File: config.mk
export PLATFORM = sky130hd
export DESIGN_NAME = acr_regs
export DESIGN_NICKNAME = d
export VERILOG_FILES = /design/src/acr_pkg.sv /design/src/acr_chan_mem.sv /design/src/acr_ratio_load.sv /design/src/acr_regs.sv
export VERILOG_INCLUDE_DIRS = /design/src
export SDC_FILE = /design/constraint.sdc
export NUM_CORES = 1
export LEC_CHECK = 0
export BUFFER_PORTS_ARGS = -buffer_cell sky130_fd_sc_hd__buf_2
export CAP_MARGIN = 20
export CORE_ASPECT_RATIO = 0.9
export CORE_MARGIN = 2
export CORE_UTILIZATION = 62
export CTS_BUF_LIST = sky130_fd_sc_hd__clkbuf_16
export CTS_CLUSTER_DIAMETER = 30
export DETAILED_ROUTE_END_ITERATION = 7
export PLACE_DENSITY = 0.83
export SETUP_SLACK_MARGIN = 0.5
export SLEW_MARGIN = 20
export SYNTH_ARGS = -nofsm -noshare
export SYNTH_HDL_FRONTEND = slang
export SYNTH_SLANG_ARGS = --single-unit
File: constraint.sdc
create_clock -name clk -period 7.61 [get_ports clk]
set_clock_uncertainty 0.2 [all_clocks]
set_input_delay 0.3805 -clock clk [delete_from_list [all_inputs] [get_ports clk]]
set_output_delay 0.3805 -clock clk [all_outputs]
set_load 0.02 [all_outputs]
File: src/acr_cfg.svh
// offsets, field positions, reset values, widths and channel count of the channel and resampler register bank
`ifndef ACR_CFG_SVH
`define ACR_CFG_SVH

`define ACR_ADDR_W          7
`define ACR_DATA_W          8
`define ACR_NUM_CHAN        6
// register offsets
`define ACR_OFF_CHAN_BASE   7'h00
`define ACR_OFF_DIAG_STATUS 7'h5F
`define ACR_OFF_INT_HI      7'h60
`define ACR_OFF_INT_LO      7'h61
`define ACR_OFF_FRAC_HI     7'h62
`define ACR_OFF_FRAC_LO     7'h63
`define ACR_OFF_LOAD_CTRL   7'h64
// reset values
`define ACR_RST_CHAN        8'h00
`define ACR_RST_INT_HI      8'h00
`define ACR_RST_INT_LO      8'h80
`define ACR_RST_FRAC_HI     8'h00
`define ACR_RST_FRAC_LO     8'h00
`define ACR_RST_LOAD_CTRL   8'h00
`define ACR_RST_STATUS      8'h00
// channel setup fields
`define ACR_GAIN_HI         7
`define ACR_GAIN_LO         6
`define ACR_VREF_BIT        5
`define ACR_METER_BIT       4
// load control fields and integer ratio high mask
`define ACR_LOAD_SRC_BIT    7
`define ACR_LOAD_UPD_BIT    0
`define ACR_INT_HI_MASK     8'h0F
// status fields
`define ACR_STAT_FAULT_BIT  5
`define ACR_STAT_INIT_BIT   4
// ratio widths
`define ACR_INT_W           12
`define ACR_FRAC_W          16

`endif

File: src/acr_pkg.sv
// types shared by the channel and resampler register bank
package acr_pkg;

   // amplifier gain codes
   typedef enum logic [1:0] {
      acr_gain_x1_type_v = 2'b00,
      acr_gain_x2_type_v = 2'b01,
      acr_gain_x4_type_v = 2'b10,
      acr_gain_x8_type_v = 2'b11
   } acr_gain_type;

   // ratio apply sequencer states
   typedef enum logic [1:0] {
      acr_st_idle  = 2'b00,
      acr_st_apply = 2'b01,
      acr_st_done  = 2'b10
   } acr_load_state_type;

endpackage

File: src/acr_chan_mem.sv
// storage for the per-channel front-end setup bytes, registered read port
`timescale 1ns/1ps
`include "acr_cfg.svh"

module acr_chan_mem (
   input  wire logic                      clk,
   input  wire logic                      rst,
   input  wire logic                      ce,
   input  wire logic                      wr_en,
   input  wire logic [2:0]                wr_idx,
   input  wire logic [`ACR_DATA_W-1:0]    wr_data,
   input  wire logic [2:0]                rd_idx,
   output logic      [`ACR_DATA_W-1:0]    rd_data,
   output logic      [`ACR_NUM_CHAN*8-1:0] all_data
);

   logic [`ACR_DATA_W-1:0] mem [0:`ACR_NUM_CHAN-1];

   // one byte per channel, whole byte stored including the reserved nibble
   genvar g;
   generate
      for (g = 0; g < `ACR_NUM_CHAN; g = g + 1) begin : g_ch
         always_ff @(posedge clk or posedge rst) begin
            if (rst) begin
               mem[g] <= `ACR_RST_CHAN;
            end else if (ce && wr_en && wr_idx == 3'(g)) begin
               mem[g] <= wr_data; // RL5
            end
         end
         assign all_data[g*8 +: 8] = mem[g];
      end
   endgenerate

   // registered read; out-of-range index reads zero
   always_ff @(posedge clk or posedge rst) begin
      if (rst) begin
         rd_data <= 8'h00;
      end else if (ce) begin
         rd_data <= (rd_idx < 3'(`ACR_NUM_CHAN)) ? mem[rd_idx] : 8'h00;
      end
   end

endmodule

File: src/acr_ratio_load.sv
// resampler ratio apply sequencer: moves staged ratio into the active copy on a trigger
`timescale 1ns/1ps
`include "acr_cfg.svh"

module acr_ratio_load (
   input  wire logic                     clk,
   input  wire logic                     rst,
   input  wire logic                     ce,
   input  wire logic                     trigger,
   input  wire logic [`ACR_INT_W-1:0]    staged_int,
   input  wire logic [`ACR_FRAC_W-1:0]   staged_frac,
   output logic      [`ACR_INT_W-1:0]    active_int,
   output logic      [`ACR_FRAC_W-1:0]   active_frac,
   output logic                          applied
);

   acr_pkg::acr_load_state_type state;
   acr_pkg::acr_load_state_type next_state;

   // next state: a trigger starts one apply cycle, then one done cycle
   always_comb begin
      next_state = state;
      case (state)
         acr_pkg::acr_st_idle: begin
            if (trigger) begin
               next_state = acr_pkg::acr_st_apply;
            end
         end
         acr_pkg::acr_st_apply: next_state = acr_pkg::acr_st_done;
         acr_pkg::acr_st_done:  next_state = acr_pkg::acr_st_idle;
         default:               next_state = acr_pkg::acr_st_idle;
      endcase
   end

   always_ff @(posedge clk or posedge rst) begin
      if (rst) begin
         state <= acr_pkg::acr_st_idle;
      end else if (ce) begin
         state <= next_state;
      end
   end

   // active ratio only changes in the apply state, so partial writes never leak out
   always_ff @(posedge clk or posedge rst) begin
      if (rst) begin
         active_int  <= {4'h0, `ACR_RST_INT_LO};
         active_frac <= 16'h0000;
         applied     <= 1'b0;
      end else if (ce) begin
         applied <= (state == acr_pkg::acr_st_apply);
         if (state == acr_pkg::acr_st_apply) begin
            active_int  <= staged_int;   // RL12
            active_frac <= staged_frac;  // RL12
         end
      end
   end

endmodule

File: src/acr_regs.sv
// channel front-end setup and resampler ratio register bank
// Behaviour
// [RL1] six 8-bit channel setup registers at 0x000 upward, all reset to zero
// [RL2] bits 7:6 pick gain: 00 one, 01 two, 10 four, 11 eight
// [RL3] bit 5 dedicates the channel to reference monitoring, clears on reset
// [RL4] bit 4 puts the channel input mux into meter receive mode
// [RL5] low nibble reserved: read-write storage, resets zero, no function
// [RL6] channel five setup sits at 0x005 with identical layout and reset
// [RL7] 12-bit integer ratio split hi nibble at 0x060, low byte 0x061, reset 0x80
// [RL8] 16-bit fractional ratio, high byte 0x062, low byte 0x063, reset zero
// [RL9] load control 0x064: bit 7 source select, bit 0 update, reset zero
// [RL10] status 0x05F: bit 5 chip fault, bit 4 init done, bits 3:0 pair saturation
// [RL11] integer ratio high register keeps bits 7:4 reserved, resets zero
// [RL12] ratio changes take effect only after a load trigger
//
// Implementation choice: the strobed register port.
`timescale 1ns/1ps
`include "acr_cfg.svh"

module acr_regs (
   clk,
   rst,
   ce,
   reg_addr,
   reg_wdata,
   reg_wr,
   reg_rd,
   reg_rdata,
   chip_fault_in,
   init_done_in,
   sat_fault_in,
   gpio_load_in,
   amp_gain_code,
   vref_watch,
   meter_receive,
   resample_int_ratio,
   resample_frac_ratio,
   resample_trigger_select,
   resample_applied
);

   input  wire logic                          clk;
   input  wire logic                          rst;
   input  wire logic                          ce;
   input  wire logic [`ACR_ADDR_W-1:0]        reg_addr;
   input  wire logic [`ACR_DATA_W-1:0]        reg_wdata;
   input  wire logic                          reg_wr;
   input  wire logic                          reg_rd;
   output logic      [`ACR_DATA_W-1:0]        reg_rdata;
   input  wire logic                          chip_fault_in;
   input  wire logic                          init_done_in;
   input  wire logic [3:0]                    sat_fault_in;
   input  wire logic                          gpio_load_in;
   output logic      [`ACR_NUM_CHAN*2-1:0]    amp_gain_code;
   output logic      [`ACR_NUM_CHAN-1:0]      vref_watch;
   output logic      [`ACR_NUM_CHAN-1:0]      meter_receive;
   output logic      [`ACR_INT_W-1:0]         resample_int_ratio;
   output logic      [`ACR_FRAC_W-1:0]        resample_frac_ratio;
   output logic                               resample_trigger_select;
   output logic                               resample_applied;

   // =======================================================
   // decode helpers
   // =======================================================

   // true when the address falls on a channel setup register
   function automatic logic is_chan(input logic [`ACR_ADDR_W-1:0] a);
      is_chan = (a < (`ACR_OFF_CHAN_BASE + 7'(`ACR_NUM_CHAN)));
   endfunction

   // channel index from address
   function automatic logic [2:0] chan_idx(input logic [`ACR_ADDR_W-1:0] a);
      chan_idx = 3'(a - `ACR_OFF_CHAN_BASE);
   endfunction

   // =======================================================
   // input synchronisers for status pins from outside logic
   // =======================================================
   logic [6:0] stat_meta;
   logic [6:0] stat_sync;
   logic       gpio_meta;
   logic       gpio_sync;
   logic       gpio_prev;

   // two flops before anything reads the pins
   always_ff @(posedge clk or posedge rst) begin
      if (rst) begin
         stat_meta <= 7'h00;
         stat_sync <= 7'h00;
         gpio_meta <= 1'b0;
         gpio_sync <= 1'b0;
         gpio_prev <= 1'b0;
      end else if (ce) begin
         stat_meta <= {chip_fault_in, init_done_in, sat_fault_in, 1'b0};
         stat_sync <= stat_meta;
         gpio_meta <= gpio_load_in;
         gpio_sync <= gpio_meta;
         gpio_prev <= gpio_sync;
      end
   end

   // =======================================================
   // channel setup storage
   // =======================================================
   logic                        chan_wr;
   logic [`ACR_NUM_CHAN*8-1:0]  chan_all;

   assign chan_wr = reg_wr && is_chan(reg_addr); // RL1 RL6

   acr_chan_mem u_chan_mem (
      .clk      (clk),
      .rst      (rst),
      .ce       (ce),
      .wr_en    (chan_wr),
      .wr_idx   (chan_idx(reg_addr)),
      .wr_data  (reg_wdata),
      .rd_idx   (chan_idx(reg_addr)),
      .rd_data  (),
      .all_data (chan_all)
   );

   // fields fanned out per channel, registered so outputs come from flops
   genvar c;
   generate
      for (c = 0; c < `ACR_NUM_CHAN; c = c + 1) begin : g_fld
         always_ff @(posedge clk or posedge rst) begin
            if (rst) begin
               amp_gain_code[c*2 +: 2] <= 2'b00;
               vref_watch[c]           <= 1'b0;
               meter_receive[c]        <= 1'b0;
            end else if (ce) begin
               amp_gain_code[c*2 +: 2] <= chan_all[c*8+`ACR_GAIN_LO +: 2]; // RL2
               vref_watch[c]           <= chan_all[c*8+`ACR_VREF_BIT];     // RL3
               meter_receive[c]        <= chan_all[c*8+`ACR_METER_BIT];    // RL4
            end
         end
      end
   endgenerate
   // bits 3:0 are stored but drive nothing: RL5

   // =======================================================
   // resampler ratio staging registers
   // =======================================================
   logic [3:0]              int_hi;
   logic [`ACR_DATA_W-1:0]  int_lo;
   logic [`ACR_DATA_W-1:0]  frac_hi;
   logic [`ACR_DATA_W-1:0]  frac_lo;
   logic                    load_src;
   logic                    load_upd;

   // staged copies; writing them alone changes nothing downstream
   always_ff @(posedge clk or posedge rst) begin
      if (rst) begin
         int_hi  <= 4'h0;             // RL11
         int_lo  <= `ACR_RST_INT_LO;  // RL7
         frac_hi <= `ACR_RST_FRAC_HI; // RL8
         frac_lo <= `ACR_RST_FRAC_LO; // RL8
      end else if (ce && reg_wr) begin
         case (reg_addr)
            `ACR_OFF_INT_HI:  int_hi  <= reg_wdata[3:0]; // RL11
            `ACR_OFF_INT_LO:  int_lo  <= reg_wdata;      // RL7
            `ACR_OFF_FRAC_HI: frac_hi <= reg_wdata;      // RL8
            `ACR_OFF_FRAC_LO: frac_lo <= reg_wdata;      // RL8
            default: begin
            end
         endcase
      end
   end

   // load control: source select and update bit; reserved bits read zero
   always_ff @(posedge clk or posedge rst) begin
      if (rst) begin
         load_src <= 1'b0; // RL9
         load_upd <= 1'b0; // RL9
      end else if (ce && reg_wr && reg_addr == `ACR_OFF_LOAD_CTRL) begin
         load_src <= reg_wdata[`ACR_LOAD_SRC_BIT]; // RL9
         load_upd <= reg_wdata[`ACR_LOAD_UPD_BIT]; // RL9
      end
   end

   // =======================================================
   // load trigger
   // =======================================================
   logic load_trigger;
   logic upd_prev;

   always_ff @(posedge clk or posedge rst) begin
      if (rst) begin
         upd_prev <= 1'b0;
      end else if (ce) begin
         upd_prev <= load_upd;
      end
   end

   // software source: update bit rising; pin source: synced pin rising
   // level-sensitive triggers were avoided so a stuck bit cannot keep reloading
   assign load_trigger = load_src ? (gpio_sync && !gpio_prev)
                                  : (load_upd && !upd_prev); // RL12

   acr_ratio_load u_ratio_load (
      .clk         (clk),
      .rst         (rst),
      .ce          (ce),
      .trigger     (load_trigger),
      .staged_int  ({int_hi, int_lo}),
      .staged_frac ({frac_hi, frac_lo}),
      .active_int  (resample_int_ratio),
      .active_frac (resample_frac_ratio),
      .applied     (resample_applied)
   );

   always_ff @(posedge clk or posedge rst) begin
      if (rst) begin
         resample_trigger_select <= 1'b0;
      end else if (ce) begin
         resample_trigger_select <= load_src;
      end
   end

   // =======================================================
   // status and read path
   // =======================================================
   logic [`ACR_DATA_W-1:0] status_val;
   logic [`ACR_DATA_W-1:0] next_rdata;

   // status built from synced pins; bits 7:6 reserved zero
   assign status_val = {2'b00, stat_sync[6], stat_sync[5], stat_sync[4:1]}; // RL10

   // non-channel read mux, unmapped addresses read zero
   always_comb begin
      next_rdata = 8'h00;
      case (reg_addr)
         `ACR_OFF_DIAG_STATUS: next_rdata = status_val;                // RL10
         `ACR_OFF_INT_HI:      next_rdata = {4'h0, int_hi};           // RL11
         `ACR_OFF_INT_LO:      next_rdata = int_lo;
         `ACR_OFF_FRAC_HI:     next_rdata = frac_hi;
         `ACR_OFF_FRAC_LO:     next_rdata = frac_lo;
         `ACR_OFF_LOAD_CTRL:   next_rdata = {load_src, 6'h00, load_upd}; // RL9
         default:              next_rdata = 8'h00;
      endcase
   end

   // one read-data flop; channel bytes are picked from the stored array so the port leaves a register
   // and the data still stand in the cycle right after the strobe
   always_ff @(posedge clk or posedge rst) begin
      if (rst) begin
         reg_rdata <= 8'h00;
      end else if (ce) begin
         if (reg_rd && is_chan(reg_addr)) begin
            reg_rdata <= chan_all[chan_idx(reg_addr)*8 +: 8]; // RL1 RL5
         end else if (reg_rd) begin
            reg_rdata <= next_rdata;
         end else begin
            reg_rdata <= 8'h00;
         end
      end
   end

endmodule

Word level (Yosys, flattened, before mapping)
Cells that the tools add are included.
W data, S select, Z words.
{"block": "classes", "order_cmp": 1, "eq_ne": 13, "n_shift": 1, "mux": 6, "n_reduce_logical": 23}
{"operator": "$pmux W8 S6", "n": 1}
{"operator": "$shiftx A48 B7 Y8", "n": 1}
{"operator": "$eq A7 B7 Y1 const B", "n": 6}
{"operator": "$mux W8", "n": 2}
{"operator": "$logic_and A1 B1 Y1", "n": 13}
{"operator": "$reduce_and A2 Y1", "n": 6}
{"operator": "$lt A7 B3 Y1 const B", "n": 1}
{"operator": "$eq A3 B2 Y1 const B", "n": 2}
{"operator": "$eq A3 B3 Y1 const B", "n": 2}
{"operator": "$pmux W2 S2", "n": 1}
{"operator": "$eq A3 B1 Y1 const B", "n": 1}
{"operator": "$logic_not A3 Y1", "n": 1}
{"operator": "$eq A2 B1 Y1 const B", "n": 1}
{"operator": "$logic_not A1 Y1", "n": 2}
{"operator": "$logic_not A2 Y1", "n": 1}
{"operator": "$mux W2", "n": 1}
{"operator": "$ne A2 B2 Y1 const B", "n": 1}
{"operator": "$mux W1", "n": 1}
{"block": "totals", "regBits": 158, "input_bits": 27, "output_inout_bits": 62, "elab_cells": 86}

Logic depth before layout (Yosys ltp)
{"block": "logic_depth", "word_depth": 5, "depth_mapped": 8, "mapped_depth_nobuf": 4}

Cells and area by module
Synthesis repeated with hierarchy kept, for this count alone.
{"block": "hier_totals", "hier_cells": 527, "area_unflattened_um2": 7608.5}
{"mod": "acr_regs", "instances": 1, "cells_each": 291, "area_per_inst_um2": 3796.1}
{"mod": "acr_chan_mem", "instances": 1, "cells_each": 166, "area_per_inst_um2": 2522.4}
{"mod": "acr_ratio_load", "instances": 1, "cells_each": 70, "area_per_inst_um2": 1290.0}

Least setup slack after synthesis
OpenSTA, ideal clock, no wires.
{"block": "synth_path", "path_kind": "input -> register", "start": "in reg_addr[6]", "end": "reg u_chan_mem.mem, in the netlist u_chan_mem.all_data[40]", "setup_time_ns": 0.125, "arrival_time_ns": 2.005, "required_time_ns": 7.285, "setup_slack_ns": 5.280, "stages": 6, "path_buffers": 2, "cell_sequence": "or4_4 -> buf_6 -> a21o_1 -> or3_1 -> buf_6 -> mux2_4"}
{"block": "synth_between", "elab_chain_cells": 4}
{"element": "start, declared", "line_no": "acr_regs.sv:45", "source": "input wire logic [`ACR_ADDR_W-1:0] reg_addr;"}
{"element": "$lt A7 B3 Y1", "line_no": "acr_regs.sv:68", "source": "is_chan = (a < (`ACR_OFF_CHAN_BASE + 7'(`ACR_NUM_CHAN)));"}
{"element": "$logic_and A1 B1 Y1", "line_no": "acr_regs.sv:108", "source": "assign chan_wr = reg_wr && is_chan(reg_addr);"}
{"element": "$logic_and A1 B1 Y1 (2 in a row)", "line_no": "acr_chan_mem.sv:26", "source": "end else if (ce && wr_en && wr_idx == 3'(g)) begin"}
{"element": "end signal, assigned by index", "line_no": "acr_chan_mem.sv:25", "source": "mem[g] <= `ACR_RST_CHAN;"}
{"element": "end signal, assigned by index", "line_no": "acr_chan_mem.sv:27", "source": "mem[g] <= wr_data;"}
{"element": "end, declared", "line_no": "acr_chan_mem.sv:17", "source": "logic [`ACR_DATA_W-1:0] mem [0:`ACR_NUM_CHAN-1];"}
Every way passes these cells.
A chain may end at the register's enable or synchronous reset.

Worst setup path after layout
{"block": "layout_path", "start": "in reg_addr[1]", "end": "reg reg_rdata[3]"}
{"block": "layout_between", "elab_chain_cells": 4, "elab_cells_between_ends": 12, "classes_between": "1 x order compare; 6 x eq/ne; 1 x shift; 3 x mux; 1 x reduce/logical"}
{"element": "parallel branches: the longest is 3 deep, another holds $shiftx A48 B7 Y8"}
{"element": "$mux W8 *", "line_no": "acr_regs.sv:249", "source": "if (reg_rd && is_chan(reg_addr)) begin"}
{"element": "end signal, assigned", "line_no": "acr_regs.sv:250", "source": "reg_rdata <= chan_all[chan_idx(reg_addr)*8 +: 8];"}
{"element": "end signal, assigned", "line_no": "acr_regs.sv:252", "source": "reg_rdata <= next_rdata;"}
{"element": "end, declared", "line_no": "acr_regs.sv:49", "source": "output logic [`ACR_DATA_W-1:0] reg_rdata;"}
Every way passes the cells marked *.

==> qor.txt <==
Drt initial violations - 315
Worst-path clk slew - 0.06 ns
Vias/cell - 6.06
VDD IR max - 0.244 mV
Achievable Freq - 391 MHz
Dpl cell area - 0.00730 mm²
H-tree Lvls - 4
#FFs+latches synth - 158
Max-slew violation count - 0
Final setup violating endpoints - 0
Root buf cell - clkbuf_16
Router iterations before antenna repair - 5
Starting Density - 63.1%
Final Non-Filler Cells - 699
IO Port Bufs - 88
WL/cell - 21.0 µm
Worst-Skew Late Latency - 0.42 ns
Yosys cell types - 47
Total GRT Usage - 26.5%
Post-synth top area cell - dfrtp_1
Synth async-reset ratio - 100%
Setup TNS - 0 ns
Routed WL - 14700 µm
Top-count cell post-synth - dfrtp_1
Fillers - 676
CP max FO - 35
Yosys warns - 0
Metal-1 WL - 6410 µm
CP required - 7.73 ns
EDFF count, synth - 0
Worst-path cell chain - buf_2, nand4_1, nor4bb_2, o2111ai_1, o221ai_1
DRC - 0
Largest net degree at the start of global routing - 96
Overall Power - 0.00184 W
RSZ-0062 raised after global routing - false
Uppermost layer routed - met4
Fraction of layout cells with a size suffix above 1 - 51.1%
CTS tree - done
Final ANT Viol Nets - 0
CP max stage delay - 0.71 ns
Share of the synthesized area in the top cell type - 57.5%
Max-Cap Viols - 0
IO Count - 89
Initial antenna violation count - 0
Std cell rows - 36
Post-place setup slack - 4.34 ns
Layout net count - 581
Cell area power density - 232 mW/mm²
Largest cells by area after synthesis - dfrtp_1 57%, mux2_2 24%, mux2i_1 3.1%
GR Overflow Total - 0
Synth Net Count - 491
Post-cts resize count - 0
Crit Path Class - input pin to flop
Post-synthesis cell count - 464
Die Y - 103 µm
Vias in the first global route - 4287
Post-detail-place hpwl - 9750 µm
DR WL met2 - 7120 µm
Most frequent cells after synthesis - 156 x dfrtp_1, 142 x mux2_2, 21 x mux2i_1
Final hold violation count - 0
Ys flop type - dfrtp_1
Final worst slack - 5.06 ns
Slowest cell on crit path - nor4bb_2
Final min period - 2.55 ns
Gpl congestion - 0.846
Antenna Cells - 0
Die area - 0.0118 mm²
Met3 WL - 797 µm
Worst rel slew slack - 37.5%
Crit start category - input pin
Clock buffer count from CTS - 17
Crit path capture type - flop
Syn Area/Cell - 14.6 µm²
Final non-filler cell area - 0.00792 mm²
Sequential area share after synthesis - 58.2%
Syn Std Cell Area - 0.00679 mm²
Core area - 0.0108 mm²
Global-route wire length before repair - 23100 µm
Cell count after placement - 660
Vias - 4233
Status - completed
Chip width - 114 µm
Worst-margin pin slew - 0.937 ns
TritonCTS Sinks - 158
Worst endpoint data arrival time - 2.68 ns
Clk buf depth - 2
Area grow syn2layout - 16.6%
Leak Pwr - 4.08 nW
Tcrit/Tclk final - 33.6%
Hold WC Path Type - input pin to flop
==> where the power goes <==
part           internal, W  switching, W  total (W)
combinational    0.0000694     0.0000873   0.000157
sequential        0.000885     0.0000309   0.000916
clock             0.000441      0.000325   0.000766
total              0.00140      0.000443    0.00184
==> kinds of logic after synthesis <==
group           Yosys count  synth area share [%]
simple gates             47                  4.33
flops                   158                  58.2
mux                     177                  30.4
buf+inv                  39                  2.49
compound gates           43                  4.57
==> worst max-delay path, delay by kind of cell <==
family	cells	cell delay (ns)
compound gates	2	0.67
buf+inv	1	0.69
simple gates	2	0.91
==> state kept, by name, summed over array words and instances, names as in the netlist <==
| name | count |
|---|---|
| amp_gain_code | 12 |
| frac_hi | 8 |
| frac_lo | 8 |
| gpio_meta | 1 |
| gpio_prev | 1 |
| gpio_sync | 1 |
| int_hi | 4 |
| int_lo | 8 |
| load_src | 1 |
| load_upd | 1 |
| meter_receive | 6 |
| reg_rdata | 8 |
| resample_trigger_select | 1 |
| stat_meta | 6 |
| stat_sync | 6 |
| u_chan_mem.all_data | 48 |
| u_ratio_load.active_frac | 16 |
| u_ratio_load.active_int | 12 |
| u_ratio_load.applied | 1 |
| u_ratio_load.state | 2 |
| upd_prev | 1 |
| vref_watch | 6 |
==> path summary, 6_finish.rpt <==
check	from	to	slack, ns	cells past startpoint
max	reg_addr[1]	reg_rdata[3]$_DFFE_PP0P_	5.06	5
min	reg_wdata[1]	u_chan_mem.all_data[41]$_DFFE_PP0P_	0.14	2
max reg2reg	u_chan_mem.all_data[30]$_DFFE_PP0P_	reg_rdata[6]$_DFFE_PP0P_	5.88	4
min reg2reg	u_ratio_load.active_int[3]$_DFFE_PP0P_	u_ratio_load.active_int[3]$_DFFE_PP0P_	0.30	1
max in group asynchronous	rst	reg_rdata[0]$_DFFE_PP0P_	5.45	4
min in group asynchronous	rst	frac_lo[6]$_DFFE_PP0P_	0.47	3
==> stage by stage <==
stage	hold WS, ns	utilization [%]
final	0.136	73.6
after CTS	0.122	73.5
after global placement	0.284	67.9
after detailed placement	0.291	67.9
after floorplan	0.270	-
after global routing	0.144	73.6
==> layout by cell type, fill, tap and decap left out, types with 3 or more instances in the layout <==
cell           count
dlygate4sd3_1      8
a22oi_1            5
mux2_4             8
nor3_2             3
mux4_2             6
a22o_1             3
o221ai_1           5
mux2i_1           21
mux2_2           142
nor3_1             3
and2_1             3
buf_2             88
nor2b_1            3
dfrtp_1          156
buf_4              4
nand2_1            5
nand2b_1           3
clkinv_2           7
o22ai_1            6
inv_1             11
o21ai_0           11
nor2_1            11
clkbuf_16         17
==> repair_timing <==
| item | 4_1_cts | 5_1_grt |
|---|---|---|
| buffers inserted | 0 | 0 |
| endpoints found under the hold margin | 99 | 0 |
| hold buffers | 8 | 0 |
==> area by class of cell <==
class                           instances  area (µm²)  share of cell area, %
Sequential cell                       158        3960                   49.9
Multi-Input combinational cell        267        2680                   33.8
Timing Repair Buffer                  100         551                   6.95
Clock buffer                           17         425                   5.37
Tap cell                              133         166                   2.10
Clock inverter                         14         105                   1.33
Inverter                               10        42.5                  0.537
==> per-layer routing <==
metal / vias up / global-route usage (%)
li1: 1888 / -
met1: 2174 / 36.2
met2: 137 / 41.5
met3: 34 / 6.06
met4: 0 / 11.9
met5: - / 0
Note: power is estimated with default switching activity, not from simulation.
